`src/fdh_pkg.sv`:
```
// Shared constants and types for the filter data handshake link.
// Assumes one 100 MHz clock shared by both ends and an active-low async reset.
`default_nettype none
package fdh_pkg;
	localparam int unsigned FDH_NCH = 2;
	localparam int unsigned FDH_SAMPLE_BITS = 13;
	localparam int unsigned FDH_OVL_BITS = 2;
	localparam int unsigned FDH_FRAME_BITS = 1 + FDH_OVL_BITS + FDH_SAMPLE_BITS;
	// Capture starts on the fourth clock after the request falls
	localparam int unsigned FDH_CAPTURE_DELAY = 4;
	// Converter drives first bit three clocks after the request
	localparam int unsigned FDH_SEND_DELAY = 3;
	// Grant spacing must outlast the filter's grant-to-release latency
	localparam int unsigned FDH_GRANT_GAP = 6;
	localparam logic [3:0] FDH_CMD_READ_STATUS = 4'h0;
	localparam logic [3:0] FDH_CMD_DMA_REG0 = 4'h1;
	localparam logic [3:0] FDH_CMD_DMA_REG1 = 4'h2;
	localparam logic [3:0] FDH_CMD_WRITE_COMMAND = 4'h3;
	localparam int unsigned FDH_RUN_BIT = 2;
	localparam logic [7:0] FDH_CMDREG_RESET = 8'h00;
	localparam logic [15:0] FDH_MIX_CONST = 16'h0fff;
	// Controller register map
	localparam logic [3:0] FDH_A_CTRL = 4'h0;
	localparam logic [3:0] FDH_A_COUNT1 = 4'h1;
	localparam logic [3:0] FDH_A_COUNT2 = 4'h2;
	localparam logic [3:0] FDH_A_FLAGS = 4'h3;
	localparam logic [3:0] FDH_A_HOSTCMD = 4'h4;
	localparam logic [3:0] FDH_A_HOSTSTAT = 4'h5;
	typedef enum logic [2:0] {
		FDH_REQ_IDLE = 3'b001,
		FDH_REQ_WAIT1 = 3'b010,
		FDH_REQ_WAIT2 = 3'b100
	} fdh_req_state_type;
endpackage
`default_nettype wire

```
`src/fdh_if.sv`:
```
// Interface joining the filter end and the controller end.
// Assumes both ends on the same clock; no tristate pins.
`default_nettype none
interface fdh_if;
	logic [1:0] output_request_n;
	logic [1:0] output_grant_n;
	logic [1:0] output_halt;
	logic [1:0] mix_source_select;
	logic [2:0] block_full;
	logic sample_request_n;
	logic [1:0] adc_serial_in;
	logic [15:0] lo_inphase_word;
	logic filter_cmd_ack_n;
	logic buffered_write_n;
	logic buffered_lower_strobe_n;
	logic buffered_upper_strobe_n;
	logic buffered_reset_n;
	logic [3:0] buffered_addr_low_n;
	logic [15:0] bus_wdata;
	logic [15:0] bus_rdata;
	logic filter_master_sync;
	logic diag_run_halt;
	modport filter (
		output output_request_n, block_full, sample_request_n, filter_cmd_ack_n,
		output bus_rdata, filter_master_sync, diag_run_halt,
		input output_grant_n, output_halt, mix_source_select, adc_serial_in,
		input lo_inphase_word, buffered_write_n, buffered_lower_strobe_n,
		input buffered_upper_strobe_n, buffered_reset_n, buffered_addr_low_n, bus_wdata
	);
	modport ctrl (
		input output_request_n, block_full, sample_request_n, filter_cmd_ack_n,
		input bus_rdata, filter_master_sync, diag_run_halt,
		output output_grant_n, output_halt, mix_source_select, adc_serial_in,
		output lo_inphase_word, buffered_write_n, buffered_lower_strobe_n,
		output buffered_upper_strobe_n, buffered_reset_n, buffered_addr_low_n, bus_wdata
	);
endinterface
`default_nettype wire

```
`src/fdh_chan.sv`:
```
// One filter channel: serial capture, mixing select and output request.
// Assumes link inputs already synchronised by the instantiating end.
`default_nettype none
module fdh_chan #(
	parameter int unsigned OUT_WORDS = 4
) (
	input wire logic clk, // Clock
	input wire logic nrst, // Async reset, active low
	input wire logic sample_go, // Shared request start pulse
	input wire logic serial_in, // Converter serial bit
	input wire logic grant_n, // Synchronised grant
	input wire logic halt, // Synchronised halt
	input wire logic mix_sel, // Synchronised mix select
	input wire logic zoom, // Complex transfer mode
	input wire logic [15:0] lo_word, // Oscillator word
	output logic request_n, // Output request
	output logic frame_done, // Frame captured pulse
	output logic [15:0] mixed, // Last mixed result
	output logic [1:0] ovl // Overload bits
);
	logic [4:0] bit_cnt_r;
	logic [2:0] dly_r;
	logic cap_r;
	logic [fdh_pkg::FDH_FRAME_BITS-1:0] shreg_r;
	logic grant_d_r;
	fdh_pkg::fdh_req_state_type st_r, st_nxt;
	wire grant_fall = grant_d_r & ~grant_n;
	wire [15:0] mix_in = mix_sel ? lo_word : fdh_pkg::FDH_MIX_CONST;
	wire last_bit = cap_r && bit_cnt_r == 5'(fdh_pkg::FDH_FRAME_BITS - 1);
	// Valid bit is sent first, so LSB-first shifting leaves it at bit 0
	wire frame_valid = shreg_r[0];

	// ------------------------------------------------------------
	// Serial capture
	// ------------------------------------------------------------
	always_ff @(posedge clk or negedge nrst) begin
		if (!nrst) begin
			dly_r <= 3'h0;
			cap_r <= 1'b0;
			bit_cnt_r <= 5'h0;
			shreg_r <= '0;
			frame_done <= 1'b0;
		end else begin
			frame_done <= last_bit;
			if (sample_go) begin
				// Two synchroniser stages sit in front of serial_in
				dly_r <= 3'(fdh_pkg::FDH_CAPTURE_DELAY);
			end else if (dly_r != 3'h0) begin
				dly_r <= dly_r - 3'h1;
			end
			if (dly_r == 3'h1) begin
				cap_r <= 1'b1;
				bit_cnt_r <= 5'h0;
			end else if (last_bit) begin
				cap_r <= 1'b0;
			end else if (cap_r) begin
				bit_cnt_r <= bit_cnt_r + 5'h1;
			end
			if (cap_r) begin
				shreg_r <= {serial_in, shreg_r[fdh_pkg::FDH_FRAME_BITS-1:1]};
			end
		end
	end

	// ------------------------------------------------------------
	// Output request handshake
	// ------------------------------------------------------------
	always_comb begin
		st_nxt = st_r;
		case (st_r)
			fdh_pkg::FDH_REQ_IDLE: if (frame_done && frame_valid && !halt) begin
				st_nxt = fdh_pkg::FDH_REQ_WAIT1;
			end
			fdh_pkg::FDH_REQ_WAIT1: if (grant_fall) st_nxt = zoom ? fdh_pkg::FDH_REQ_WAIT2
				: fdh_pkg::FDH_REQ_IDLE;
			fdh_pkg::FDH_REQ_WAIT2: if (grant_fall) st_nxt = fdh_pkg::FDH_REQ_IDLE;
			default: st_nxt = fdh_pkg::FDH_REQ_IDLE;
		endcase
	end

	always_ff @(posedge clk or negedge nrst) begin
		if (!nrst) begin
			st_r <= fdh_pkg::FDH_REQ_IDLE;
			grant_d_r <= 1'b1;
			request_n <= 1'b1;
			mixed <= 16'h0000;
			ovl <= 2'h0;
		end else begin
			st_r <= st_nxt;
			grant_d_r <= grant_n;
			request_n <= (st_nxt == fdh_pkg::FDH_REQ_IDLE);
			if (frame_done && frame_valid) begin
				// Scaled product kept simple: sample times mix word upper bits
				mixed <= 16'(shreg_r[fdh_pkg::FDH_FRAME_BITS-1:3] * mix_in[15:13]);
				ovl <= shreg_r[2:1];
			end
		end
	end
endmodule
`default_nettype wire

```
`src/fdh_filter.sv`:
```
// Filter-board end of the handshake link, two channels.
// Assumes the controller end drives all link inputs; resets from buffered reset.
// --------------------------------------------------------------------------
// Notes on behaviour
// Ready result pulls channel request low
// Real transfer: release request at grant
// Zoom: release request after second grant
// Controller frames transfers by request line
// One grant pulse per written sample
// Controller flags rising block-full edges
// Halt high disables channel output section
// Mix select picks oscillator or constant
// Real-mode oscillator cosine means one
// Request sample, capture from fourth clock
// Converter shifts three clocks after request
// Frame: valid, overload bits, LSB-first sample
// Acknowledge low on completed status/DMA command
// Controller returns host acknowledge afterwards
// Lower strobe qualifies command decoding
// Write line decodes and picks direction
// Controller buffers upper strobe to filter
// Controller buffers reset; filter resets
// Diagnostic line mirrors command bit two
// Four low address lines decode commands
// Sync pulse on completed status/DMA command
// Samples and oscillator on shared clock
// Channels duplicated and independent
// --------------------------------------------------------------------------
//
// Local design decisions: the register offsets and the plain strobed port.
`default_nettype none
module fdh_filter #(
	parameter int unsigned SAMPLE_PERIOD = 64,
	parameter int unsigned BLOCK_LEN = 16
) (
	input wire logic clk, // Sample-side clock
	fdh_if.filter lk, // Link to controller
	input wire logic zoom, // Complex transfer mode
	output logic [15:0] ch1_result, // Channel 1 mixed result
	output logic [15:0] ch2_result // Channel 2 mixed result
);
	logic rst_s1_r, nrst;
	logic [1:0] grant_s1_r, grant_s2_r, halt_s1_r, halt_s2_r, sel_s1_r, sel_s2_r;
	logic [1:0] din_s1_r, din_s2_r;
	logic [1:0] grant_s3_r, dma_wr;
	logic [3:0] addr_s1_r, addr_s2_r;
	logic wr_s1_r, wr_s2_r, lds_s1_r, lds_s2_r, lds_d_r;
	logic [7:0] cmd_r;
	logic [15:0] status_r;
	logic [7:0] per_cnt_r;
	logic sample_go_r;
	logic [1:0] frame_done;
	logic [1:0] req_n;
	logic [15:0] mixed [2];
	logic [1:0] ovl [2];
	logic [7:0] blk_cnt_r [2];
	logic [2:0] block_full_r;
	logic [15:0] lo_word_r;
	logic [7:0] frm_cnt_r;

	// Block position counters wrap after BLOCK_LEN entries
	function automatic logic [7:0] blk_next(input logic [7:0] v);
		return (v == 8'(BLOCK_LEN - 1)) ? 8'h00 : v + 8'h01;
	endfunction

	// ------------------------------------------------------------
	// Reset and input synchronisers
	// ------------------------------------------------------------
	always_ff @(posedge clk or negedge lk.buffered_reset_n) begin
		if (!lk.buffered_reset_n) begin
			rst_s1_r <= 1'b0;
			nrst <= 1'b0;
		end else begin
			rst_s1_r <= 1'b1;
			nrst <= rst_s1_r;
		end
	end

	always_ff @(posedge clk or negedge nrst) begin
		if (!nrst) begin
			{grant_s1_r, grant_s2_r, grant_s3_r} <= 6'h3f;
			{halt_s1_r, halt_s2_r} <= 4'hf;
			{sel_s1_r, sel_s2_r} <= 4'h0;
			{din_s1_r, din_s2_r} <= 4'h0;
			{addr_s1_r, addr_s2_r} <= 8'hff;
			{wr_s1_r, wr_s2_r, lds_s1_r, lds_s2_r} <= 4'hf;
			lo_word_r <= 16'h0000;
		end else begin
			grant_s1_r <= lk.output_grant_n;
			grant_s2_r <= grant_s1_r;
			grant_s3_r <= grant_s2_r;
			halt_s1_r <= lk.output_halt;
			halt_s2_r <= halt_s1_r;
			sel_s1_r <= lk.mix_source_select;
			sel_s2_r <= sel_s1_r;
			din_s1_r <= lk.adc_serial_in;
			din_s2_r <= din_s1_r;
			addr_s1_r <= lk.buffered_addr_low_n;
			addr_s2_r <= addr_s1_r;
			wr_s1_r <= lk.buffered_write_n;
			wr_s2_r <= wr_s1_r;
			lds_s1_r <= lk.buffered_lower_strobe_n;
			lds_s2_r <= lds_s1_r;
			lo_word_r <= lk.lo_inphase_word;
		end
	end

	// ------------------------------------------------------------
	// Sample request pacing, shared by both channels
	// ------------------------------------------------------------
	always_ff @(posedge clk or negedge nrst) begin
		if (!nrst) begin
			per_cnt_r <= 8'h00;
			sample_go_r <= 1'b0;
			lk.sample_request_n <= 1'b1;
		end else begin
			per_cnt_r <= (per_cnt_r == 8'(SAMPLE_PERIOD - 1)) ? 8'h00 : per_cnt_r + 8'h01;
			sample_go_r <= (per_cnt_r == 8'h00) && cmd_r[fdh_pkg::FDH_RUN_BIT];
			lk.sample_request_n <= !((per_cnt_r == 8'h00) && cmd_r[fdh_pkg::FDH_RUN_BIT]);
		end
	end

	// Capture timing in each channel allows for the serial data synchroniser
	for (genvar c = 0; c < 2; c++) begin : g_ch
		fdh_chan u_chan (
			.clk(clk),
			.nrst(nrst),
			.sample_go(sample_go_r),
			.serial_in(din_s2_r[c]),
			.grant_n(grant_s2_r[c]),
			.halt(halt_s2_r[c]),
			.mix_sel(sel_s2_r[c]),
			.zoom(zoom),
			.lo_word(lo_word_r),
			.request_n(req_n[c]),
			.frame_done(frame_done[c]),
			.mixed(mixed[c]),
			.ovl(ovl[c])
		);

		// Count grant pulses to mark full blocks
		always_ff @(posedge clk or negedge nrst) begin
			if (!nrst) begin
				blk_cnt_r[c] <= 8'h00;
			end else if (dma_wr[c]) begin
				blk_cnt_r[c] <= lk.bus_wdata[7:0];
			end else if (grant_s3_r[c] && !grant_s2_r[c]) begin
				blk_cnt_r[c] <= blk_next(blk_cnt_r[c]);
			end
		end
	end

	// Unfiltered block fills only while channel 1 output is enabled
	always_ff @(posedge clk or negedge nrst) begin
		if (!nrst) begin
			frm_cnt_r <= 8'h00;
		end else if (frame_done[0] && !halt_s2_r[0]) begin
			frm_cnt_r <= blk_next(frm_cnt_r);
		end
	end

	// ------------------------------------------------------------
	// Command decode and acknowledge
	// ------------------------------------------------------------
	wire lds_fall = lds_d_r & ~lds_s2_r;
	wire [3:0] cmd_addr = ~addr_s2_r;
	wire is_write = ~wr_s2_r;
	wire ack_cmd = lds_fall && (cmd_addr == fdh_pkg::FDH_CMD_READ_STATUS ||
		cmd_addr == fdh_pkg::FDH_CMD_DMA_REG0 || cmd_addr == fdh_pkg::FDH_CMD_DMA_REG1);
	wire cmd_wr = lds_fall && is_write && cmd_addr == fdh_pkg::FDH_CMD_WRITE_COMMAND;
	assign dma_wr = {2{lds_fall && is_write}} & {cmd_addr == fdh_pkg::FDH_CMD_DMA_REG1,
		cmd_addr == fdh_pkg::FDH_CMD_DMA_REG0};

	always_ff @(posedge clk or negedge nrst) begin
		if (!nrst) begin
			lds_d_r <= 1'b1;
			cmd_r <= fdh_pkg::FDH_CMDREG_RESET;
			status_r <= 16'h0000;
			lk.filter_cmd_ack_n <= 1'b1;
			lk.filter_master_sync <= 1'b0;
			lk.bus_rdata <= 16'h0000;
			lk.diag_run_halt <= 1'b0;
			lk.output_request_n <= 2'h3;
			block_full_r <= 3'h0;
			ch1_result <= 16'h0000;
			ch2_result <= 16'h0000;
		end else begin
			lds_d_r <= lds_s2_r;
			if (cmd_wr) begin
				cmd_r <= lk.bus_wdata[7:0];
			end
			status_r <= {8'h00, cmd_r[3:0], ovl[1], ovl[0]};
			if (ack_cmd && !is_write) begin
				lk.bus_rdata <= (cmd_addr == fdh_pkg::FDH_CMD_READ_STATUS) ? status_r
					: {8'h00, blk_cnt_r[cmd_addr == fdh_pkg::FDH_CMD_DMA_REG1]};
			end
			// Ack stays low while the strobe is held, then releases
			if (ack_cmd) begin
				lk.filter_cmd_ack_n <= 1'b0;
			end else if (lds_s2_r) begin
				lk.filter_cmd_ack_n <= 1'b1;
			end
			lk.filter_master_sync <= ack_cmd;
			lk.diag_run_halt <= cmd_r[fdh_pkg::FDH_RUN_BIT];
			lk.output_request_n <= req_n;
			block_full_r[0] <= (blk_cnt_r[0] == 8'(BLOCK_LEN - 1));
			block_full_r[1] <= (blk_cnt_r[1] == 8'(BLOCK_LEN - 1));
			block_full_r[2] <= (frm_cnt_r == 8'(BLOCK_LEN - 1));
			ch1_result <= mixed[0];
			ch2_result <= mixed[1];
		end
	end
	assign lk.block_full = block_full_r;
endmodule
`default_nettype wire

```
`src/flat_wrapper.sv`:
```
// flat-port wrapper written by rule: the top's interface ports become plain ports
module fdh_filter_flat 
#(
	parameter int unsigned SAMPLE_PERIOD = 64,
	parameter int unsigned BLOCK_LEN = 16
)
  (clk, zoom, ch1_result, ch2_result, lk_output_request_n, lk_block_full, lk_sample_request_n, lk_filter_cmd_ack_n, lk_bus_rdata, lk_filter_master_sync, lk_diag_run_halt, lk_output_grant_n, lk_output_halt, lk_mix_source_select, lk_adc_serial_in, lk_lo_inphase_word, lk_buffered_write_n, lk_buffered_lower_strobe_n, lk_buffered_upper_strobe_n, lk_buffered_reset_n, lk_buffered_addr_low_n, lk_bus_wdata);
  fdh_if lk_i ();
  input wire logic clk;
  input wire logic zoom;
  output logic [15:0] ch1_result;
  output logic [15:0] ch2_result;
  output wire logic [$bits(lk_i.output_request_n)-1:0] lk_output_request_n;
  output wire logic [$bits(lk_i.block_full)-1:0] lk_block_full;
  output wire logic [$bits(lk_i.sample_request_n)-1:0] lk_sample_request_n;
  output wire logic [$bits(lk_i.filter_cmd_ack_n)-1:0] lk_filter_cmd_ack_n;
  output wire logic [$bits(lk_i.bus_rdata)-1:0] lk_bus_rdata;
  output wire logic [$bits(lk_i.filter_master_sync)-1:0] lk_filter_master_sync;
  output wire logic [$bits(lk_i.diag_run_halt)-1:0] lk_diag_run_halt;
  input wire logic [$bits(lk_i.output_grant_n)-1:0] lk_output_grant_n;
  input wire logic [$bits(lk_i.output_halt)-1:0] lk_output_halt;
  input wire logic [$bits(lk_i.mix_source_select)-1:0] lk_mix_source_select;
  input wire logic [$bits(lk_i.adc_serial_in)-1:0] lk_adc_serial_in;
  input wire logic [$bits(lk_i.lo_inphase_word)-1:0] lk_lo_inphase_word;
  input wire logic [$bits(lk_i.buffered_write_n)-1:0] lk_buffered_write_n;
  input wire logic [$bits(lk_i.buffered_lower_strobe_n)-1:0] lk_buffered_lower_strobe_n;
  input wire logic [$bits(lk_i.buffered_upper_strobe_n)-1:0] lk_buffered_upper_strobe_n;
  input wire logic [$bits(lk_i.buffered_reset_n)-1:0] lk_buffered_reset_n;
  input wire logic [$bits(lk_i.buffered_addr_low_n)-1:0] lk_buffered_addr_low_n;
  input wire logic [$bits(lk_i.bus_wdata)-1:0] lk_bus_wdata;
  assign lk_output_request_n = lk_i.output_request_n;
  assign lk_block_full = lk_i.block_full;
  assign lk_sample_request_n = lk_i.sample_request_n;
  assign lk_filter_cmd_ack_n = lk_i.filter_cmd_ack_n;
  assign lk_bus_rdata = lk_i.bus_rdata;
  assign lk_filter_master_sync = lk_i.filter_master_sync;
  assign lk_diag_run_halt = lk_i.diag_run_halt;
  assign lk_i.output_grant_n = lk_output_grant_n;
  assign lk_i.output_halt = lk_output_halt;
  assign lk_i.mix_source_select = lk_mix_source_select;
  assign lk_i.adc_serial_in = lk_adc_serial_in;
  assign lk_i.lo_inphase_word = lk_lo_inphase_word;
  assign lk_i.buffered_write_n = lk_buffered_write_n;
  assign lk_i.buffered_lower_strobe_n = lk_buffered_lower_strobe_n;
  assign lk_i.buffered_upper_strobe_n = lk_buffered_upper_strobe_n;
  assign lk_i.buffered_reset_n = lk_buffered_reset_n;
  assign lk_i.buffered_addr_low_n = lk_buffered_addr_low_n;
  assign lk_i.bus_wdata = lk_bus_wdata;
  fdh_filter #(.SAMPLE_PERIOD(SAMPLE_PERIOD), .BLOCK_LEN(BLOCK_LEN)) u_core (.clk(clk), .lk(lk_i), .zoom(zoom), .ch1_result(ch1_result), .ch2_result(ch2_result));
endmodule
```
`config.mk`:
```
export PLATFORM = sky130hd
export DESIGN_NAME = fdh_filter_flat
export DESIGN_NICKNAME = d
export VERILOG_FILES = /design/src/fdh_pkg.sv /design/src/fdh_if.sv /design/src/fdh_chan.sv /design/src/fdh_filter.sv /design/src/flat_wrapper.sv
export SDC_FILE = /design/constraint.sdc
export NUM_CORES = 1
export LEC_CHECK = 0
export ABC_AREA = 1
export BUFFER_PORTS_ARGS = -buffer_cell sky130_fd_sc_hd__buf_2
export CORE_MARGIN = 2
export CORE_UTILIZATION = 40
export CTS_BUF_LIST = sky130_fd_sc_hd__clkbuf_16
export CTS_CLUSTER_SIZE = 12
export DETAILED_ROUTE_END_ITERATION = 6
export GPL_ROUTABILITY_DRIVEN = 0
export HOLD_SLACK_MARGIN = 0.05
export PLACE_DENSITY_LB_ADDON = 0.25
export SYNTH_ARGS = -nofsm -noshare
export SYNTH_HDL_FRONTEND = slang
export SYNTH_HIERARCHICAL = 1
export SYNTH_SLANG_ARGS = --single-unit
```
`constraint.sdc`:
```
create_clock -name clk -period 11.32 [get_ports clk]
set_input_delay 1.698 -clock clk [delete_from_list [all_inputs] [get_ports clk]]
set_output_delay 1.698 -clock clk [all_outputs]
set_load 0.02 [all_outputs]
```
Word level (Yosys, flattened, before mapping)
Index checks and enable logic that the tools add are counted.
{ "totals": {"register_bits": 249, "in_bits": 50, "output_inout_bits": 57, "wordCells": 172} }
{ "op_classes": {"n_addsub": 8, "mul": 2, "order_cmp": 1, "n_eq_ne": 21, "muxes": 39, "n_bitwise": 10, "n_reduce_logical": 36} }
{ "ops": {"columns": ["operator", "count"], "rows": [
  ["$mux W8", 12],
  ["$mux W3", 11],
  ["$add A8 B1 Y8 const B", 4],
  ["$mul A13 B3 Y16", 2],
  ["$mux W16", 2],
  ["$mux W5", 6],
  ["$eq A8 B4 Y1 const B", 3],
  ["$eq A3 B1 Y1 const B", 6],
  ["$pmux W3 S3", 2],
  ["$reduce_bool A2 Y1", 9],
  ["$logic_and A1 B1 Y1", 14],
  ["$add A5 B1 Y5 const B", 2],
  ["$eq A5 B4 Y1 const B", 2],
  ["$eq A4 B2 Y1 const B", 2],
  ["$eq A8 B6 Y1 const B", 1],
  ["$logic_not A8 Y1", 1],
  ["$eq A3 B2 Y1 const B", 2],
  ["$eq A3 B3 Y1 const B", 2],
  ["$mux W1", 6],
  ["$reduce_bool A3 Y1", 2],
  ["$sub A3 B1 Y3 const B", 2],
  ["$logic_not A1 Y1", 5],
  ["$eq A4 B1 Y1 const B", 1],
  ["$logic_not A4 Y1", 1],
  ["9 further kinds", 17]
]} }

Logic depth before layout (Yosys ltp)
{ "depth": {"ltp_word": 7, "mapped_depth": 15, "depth_no_buf": 15} }

Cells and area by module
Netlist, hierarchy kept.
{ "by_module_without_submodules": {"columns": ["module", "n_inst", "cells_per_inst", "area_per_inst_um2", "seq_area_each_um2"], "rows": [
  ["fdh_filter", 1, 517, 5340.1, 3587.2],
  ["fdh_chan at u_core.g_ch[0].u_chan", 1, 422, 3159.3, 1229.9],
  ["fdh_chan at u_core.g_ch[1].u_chan", 1, 422, 3158.0, 1229.9]
]} }

Worst setup path before layout
No wires, ideal clock.
{ "synth_timing": {"path_type": "register to register", "start": "register u_core.sel_s2_r[0]", "end": "register u_core.g_ch[0].u_chan.mixed[10]", "setup_time_ns": 0.117, "arrival_time_ns": 2.244, "required_ns": 11.203, "path_slack_ns": 8.959, "path_stages_with_launch": 14, "n_path_buf": 0, "synth_period_minus_slack_ns": 2.361, "path_cell_list": "dfrtp_1 nand2_1 clkinv_1 nand2_1 fa_1 inv_1 fa_1 nand3_1 nand3_2 nand2_1 nand2_1 xor2_1 nand2_1 nand2_1"} }
{ "synth_between": {"elab_chain_len": 2} }
{ "synth_lines": {"columns": ["element", "line_no", "text"], "rows": [
  ["start: declaration", "fdh_filter.sv:43", "logic [1:0] grant_s1_r, grant_s2_r, halt_s1_r, halt_s2_r, sel_s1_r, sel_s2_r;"],
  ["start signal: assignment", "fdh_filter.sv:95", "sel_s2_r <= sel_s1_r;"],
  ["$mux W16", "fdh_chan.sv:28", "wire [15:0] mix_in = mix_sel ? lo_word : fdh_pkg::FDH_MIX_CONST;"],
  ["$mul A13 B3 Y16", "fdh_chan.sv:94", "mixed <= 16'(shreg_r[fdh_pkg::FDH_FRAME_BITS-1:3] * mix_in[15:13]);"],
  ["end signal: assignment", "fdh_chan.sv:94", null],
  ["end: declaration", "fdh_chan.sv:18", "output logic [15:0] mixed,"]
]} }
No other way between the ends.
A chain may end at the register's enable or synchronous reset.

Worst setup path in the final report
{ "layout_timing": {"start": "register u_core.lk.output_request_n[1]", "end": "output lk_output_request_n[1]"} }
{ "layout_rtl": {"columns": ["element", "line_no", "text"], "rows": [
  ["start: declaration", "fdh_if.sv:24", "output output_request_n, block_full, sample_request_n, filter_cmd_ack_n,"],
  ["start signal: assignment", "fdh_filter.sv:205", "lk.output_request_n <= req_n;"],
  ["end: declaration", "flat_wrapper.sv:13", "output wire logic [$bits(lk_i.output_request_n)-1:0] lk_output_request_n;"]
]} }
No word-level cell between the ends.

==> out/summary.txt <==
Post-route core utilization = 46.33%
Clk sinks = 227
DRC viols = 0
Synth Area per Inst = 8.407 sq um
DIE HEIGHT = 172.3 um
Outcome = complete, no violations
CP startpoint kind = register
Setup_tns = 0 ns
Post-cts sizing count = 0
Port-buffer cells = 76
Register area = 5725 sq um
Mapped Area = 11,330 sq um
Flop pwr share = 44.7%
CP cell instances = buf_2
Worst-skew pair later-pin latency = 0.53 ns
WL per Instance = 12.30 um
Fin nets = 1,556
Clk pwr share = 29.6%
Fin. max-slew vios = 0
Worst Path Required = 9.62 ns
# rows = 61
Max-Cap Viols = 0
Number of antenna violations at the first check in global routing = 0
Largest net degree at the start of global routing = 185
RSZ-0062 raised after global routing = false
Dpl cell area = 12,100 sq um
Delay-heaviest family, CP = flip-flops
Vias in the first global route = 8,019
Reg2reg start = u_core/lo_word_r[15]
IO Pins = 107
CTS max path bufs = 3
Final wirelength = 22,570 um
Hold WC Path Type = register to asynchronous set/reset pin
DPL Wire Length = 16,360 um
Final-report setup violation count = 0
DRT iter0 DRCs = 582
DRT antenna net count = 0
Max VDD drop = 145.3 uV
Minimum clock period = 2.914 ns
Vias/cell = 4.620
Grt ovf = 0
Syn. warnings = 6
Gate power share = 25.8%
Area of the multi-input gates = 4682 sq um
Tot GR Track Use = 15.81%
F_max = 343.1 MHz
Power density over the cells = 203.6 nW/um^2
Die Width = 172.3 um
Worst slew margin = 33.96%
Post-synthesis cell count = 1,348
Sw Ratio = 35.27%
Worst Path Buf+Inv = 1
Full die area = 29,690 sq um
CP max stage cell = dfstp_2
P_sw = 0.9267 mW
Critical path class = register to output port
Design Area, Final = 12,910 sq um
Ratio of cells with drive above 1 in the final layout = 11.87%
Detailed Routing Iterations Pass 1 = 6
Least-Margin Pin Slew = 0.9906 ns
H-Tree Depth = 1
Starting density of the core = 40.68%
Clock root buffer = clkbuf_16
FILL cells = 2,725
Worst Path Max Fanout = 1
Hold Buf Count CTS = 0
Crit path largest cell delay = 0.54 ns
Static leakage = 6.809 nW
Critical Path Sink Type = output port
Critical path data arrival time = 1.22 ns
Synth-to-layout area growth = 13.89%
Post-CTS Setup Repair Bufs = 0
Ant. Diodes = 0
Worst Clk Skew = 0.01608 ns
Worst Setup SP = u_core/lk.output_request_n[1]
Global-route wire length before repair = 38,300 um
Reg clk slew, reported paths = 0.07 ns
Via count = 8,478
Fin crit share = 25.75%
CTS tree = built
Num CTS Buffers = 27
Int Pwr = 1.701 mW
Core box area = 27,860 sq um
Endpoints failing hold = 0
==> flip-flops by register name, indices dropped and copies added, names as in the netlist, 10 cells and up <==
signal / flops
u_core/blk_cnt_r: 16
u_core/ch1_result: 16
u_core/g_ch.u_chan/bit_cnt_r: 10
u_core/g_ch.u_chan/mixed: 32
u_core/g_ch.u_chan/shreg_r: 32
u_core/ch2_result: 16
==> metrics by stage <==
stage                     power, mW  cells  setup WS (ns)  hold slack [ns]
after floorplan               1.675   1355          4.583           0.3312
after global placement        1.848   1786          8.578           0.3324
after detailed placement      1.870   1786          8.563           0.3347
after CTS                     2.668   1835          8.381           0.3476
after global routing          2.846   1835          8.299           0.3508
final                         2.628   1835          8.406           0.3150
==> routing by layer <==
metal | GRT usage, % | share of wire [%]
met1 | 22.75 | 50
met2 | 24.99 | 44
met3 | 2.220 | 3.8
met4 | 4.494 | 2.2
met5 | 0 | 0
==> final cells by class <==
| class | count | area share [%] |
|---|---|---|
| Inverter | 213 | 6.195 |
| Clock inverter | 21 | 0.8531 |
| Tap cell | 378 | 3.665 |
| Clock buffer | 28 | 5.429 |
| Timing Repair Buffer | 79 | 3.219 |
| Multi-Input combinational cell | 889 | 36.28 |
| Sequential cell | 227 | 44.36 |
==> worst paths after layout <==
check / to / slack (ns) / depth (start not counted)
hold / removal: u_core/ch1_result[2] / 0.31 / 0
hold reg to reg: u_core/ch1_result[2] / 0.31 / 0
setup / recovery: lk_output_request_n[1] / 8.41 / 1
min in group clk: u_core/nrst / 0.35 / 0
setup reg to reg: u_core/g_ch[0].u_chan/mixed[8] / 8.56 / 12
max in group asynchronous: u_core/ch2_result[14] / 9.66 / 1
==> placed cells by master, fill, tap and decap left out, types with 2 or more instances in the layout <==
cell	n
inv_1	209
a211oi_1	2
o21ai_0	55
nand3_1	110
a21oi_1	26
clkinv_4	4
nand4_1	26
nand2_2	3
conb_1	9
dfstp_2	33
clkinv_2	3
inv_2	6
fa_1	24
o41ai_2	2
o21ai_1	2
nor2_1	98
clkbuf_16	28
buf_4	2
a31oi_1	5
ha_1	45
nand2_1	440
nor3_1	8
dfrtp_1	193
o211ai_1	4
o31ai_1	2
nand3_2	5
xnor2_1	7
o21bai_1	3
nor2_4	5
clkinv_1	10
buf_2	76
xor2_1	6
==> power groups by stage <==
stage	registers [mW]	logic, mW	clock network [mW]
final	1.17	0.678	0.777
after detailed placement	1.19	0.683	0
after global routing	1.20	0.800	0.841
after floorplan	1.17	0.500	0
after CTS	1.17	0.688	0.806
after global placement	1.18	0.668	0
(Power assumes the default switching activity.)
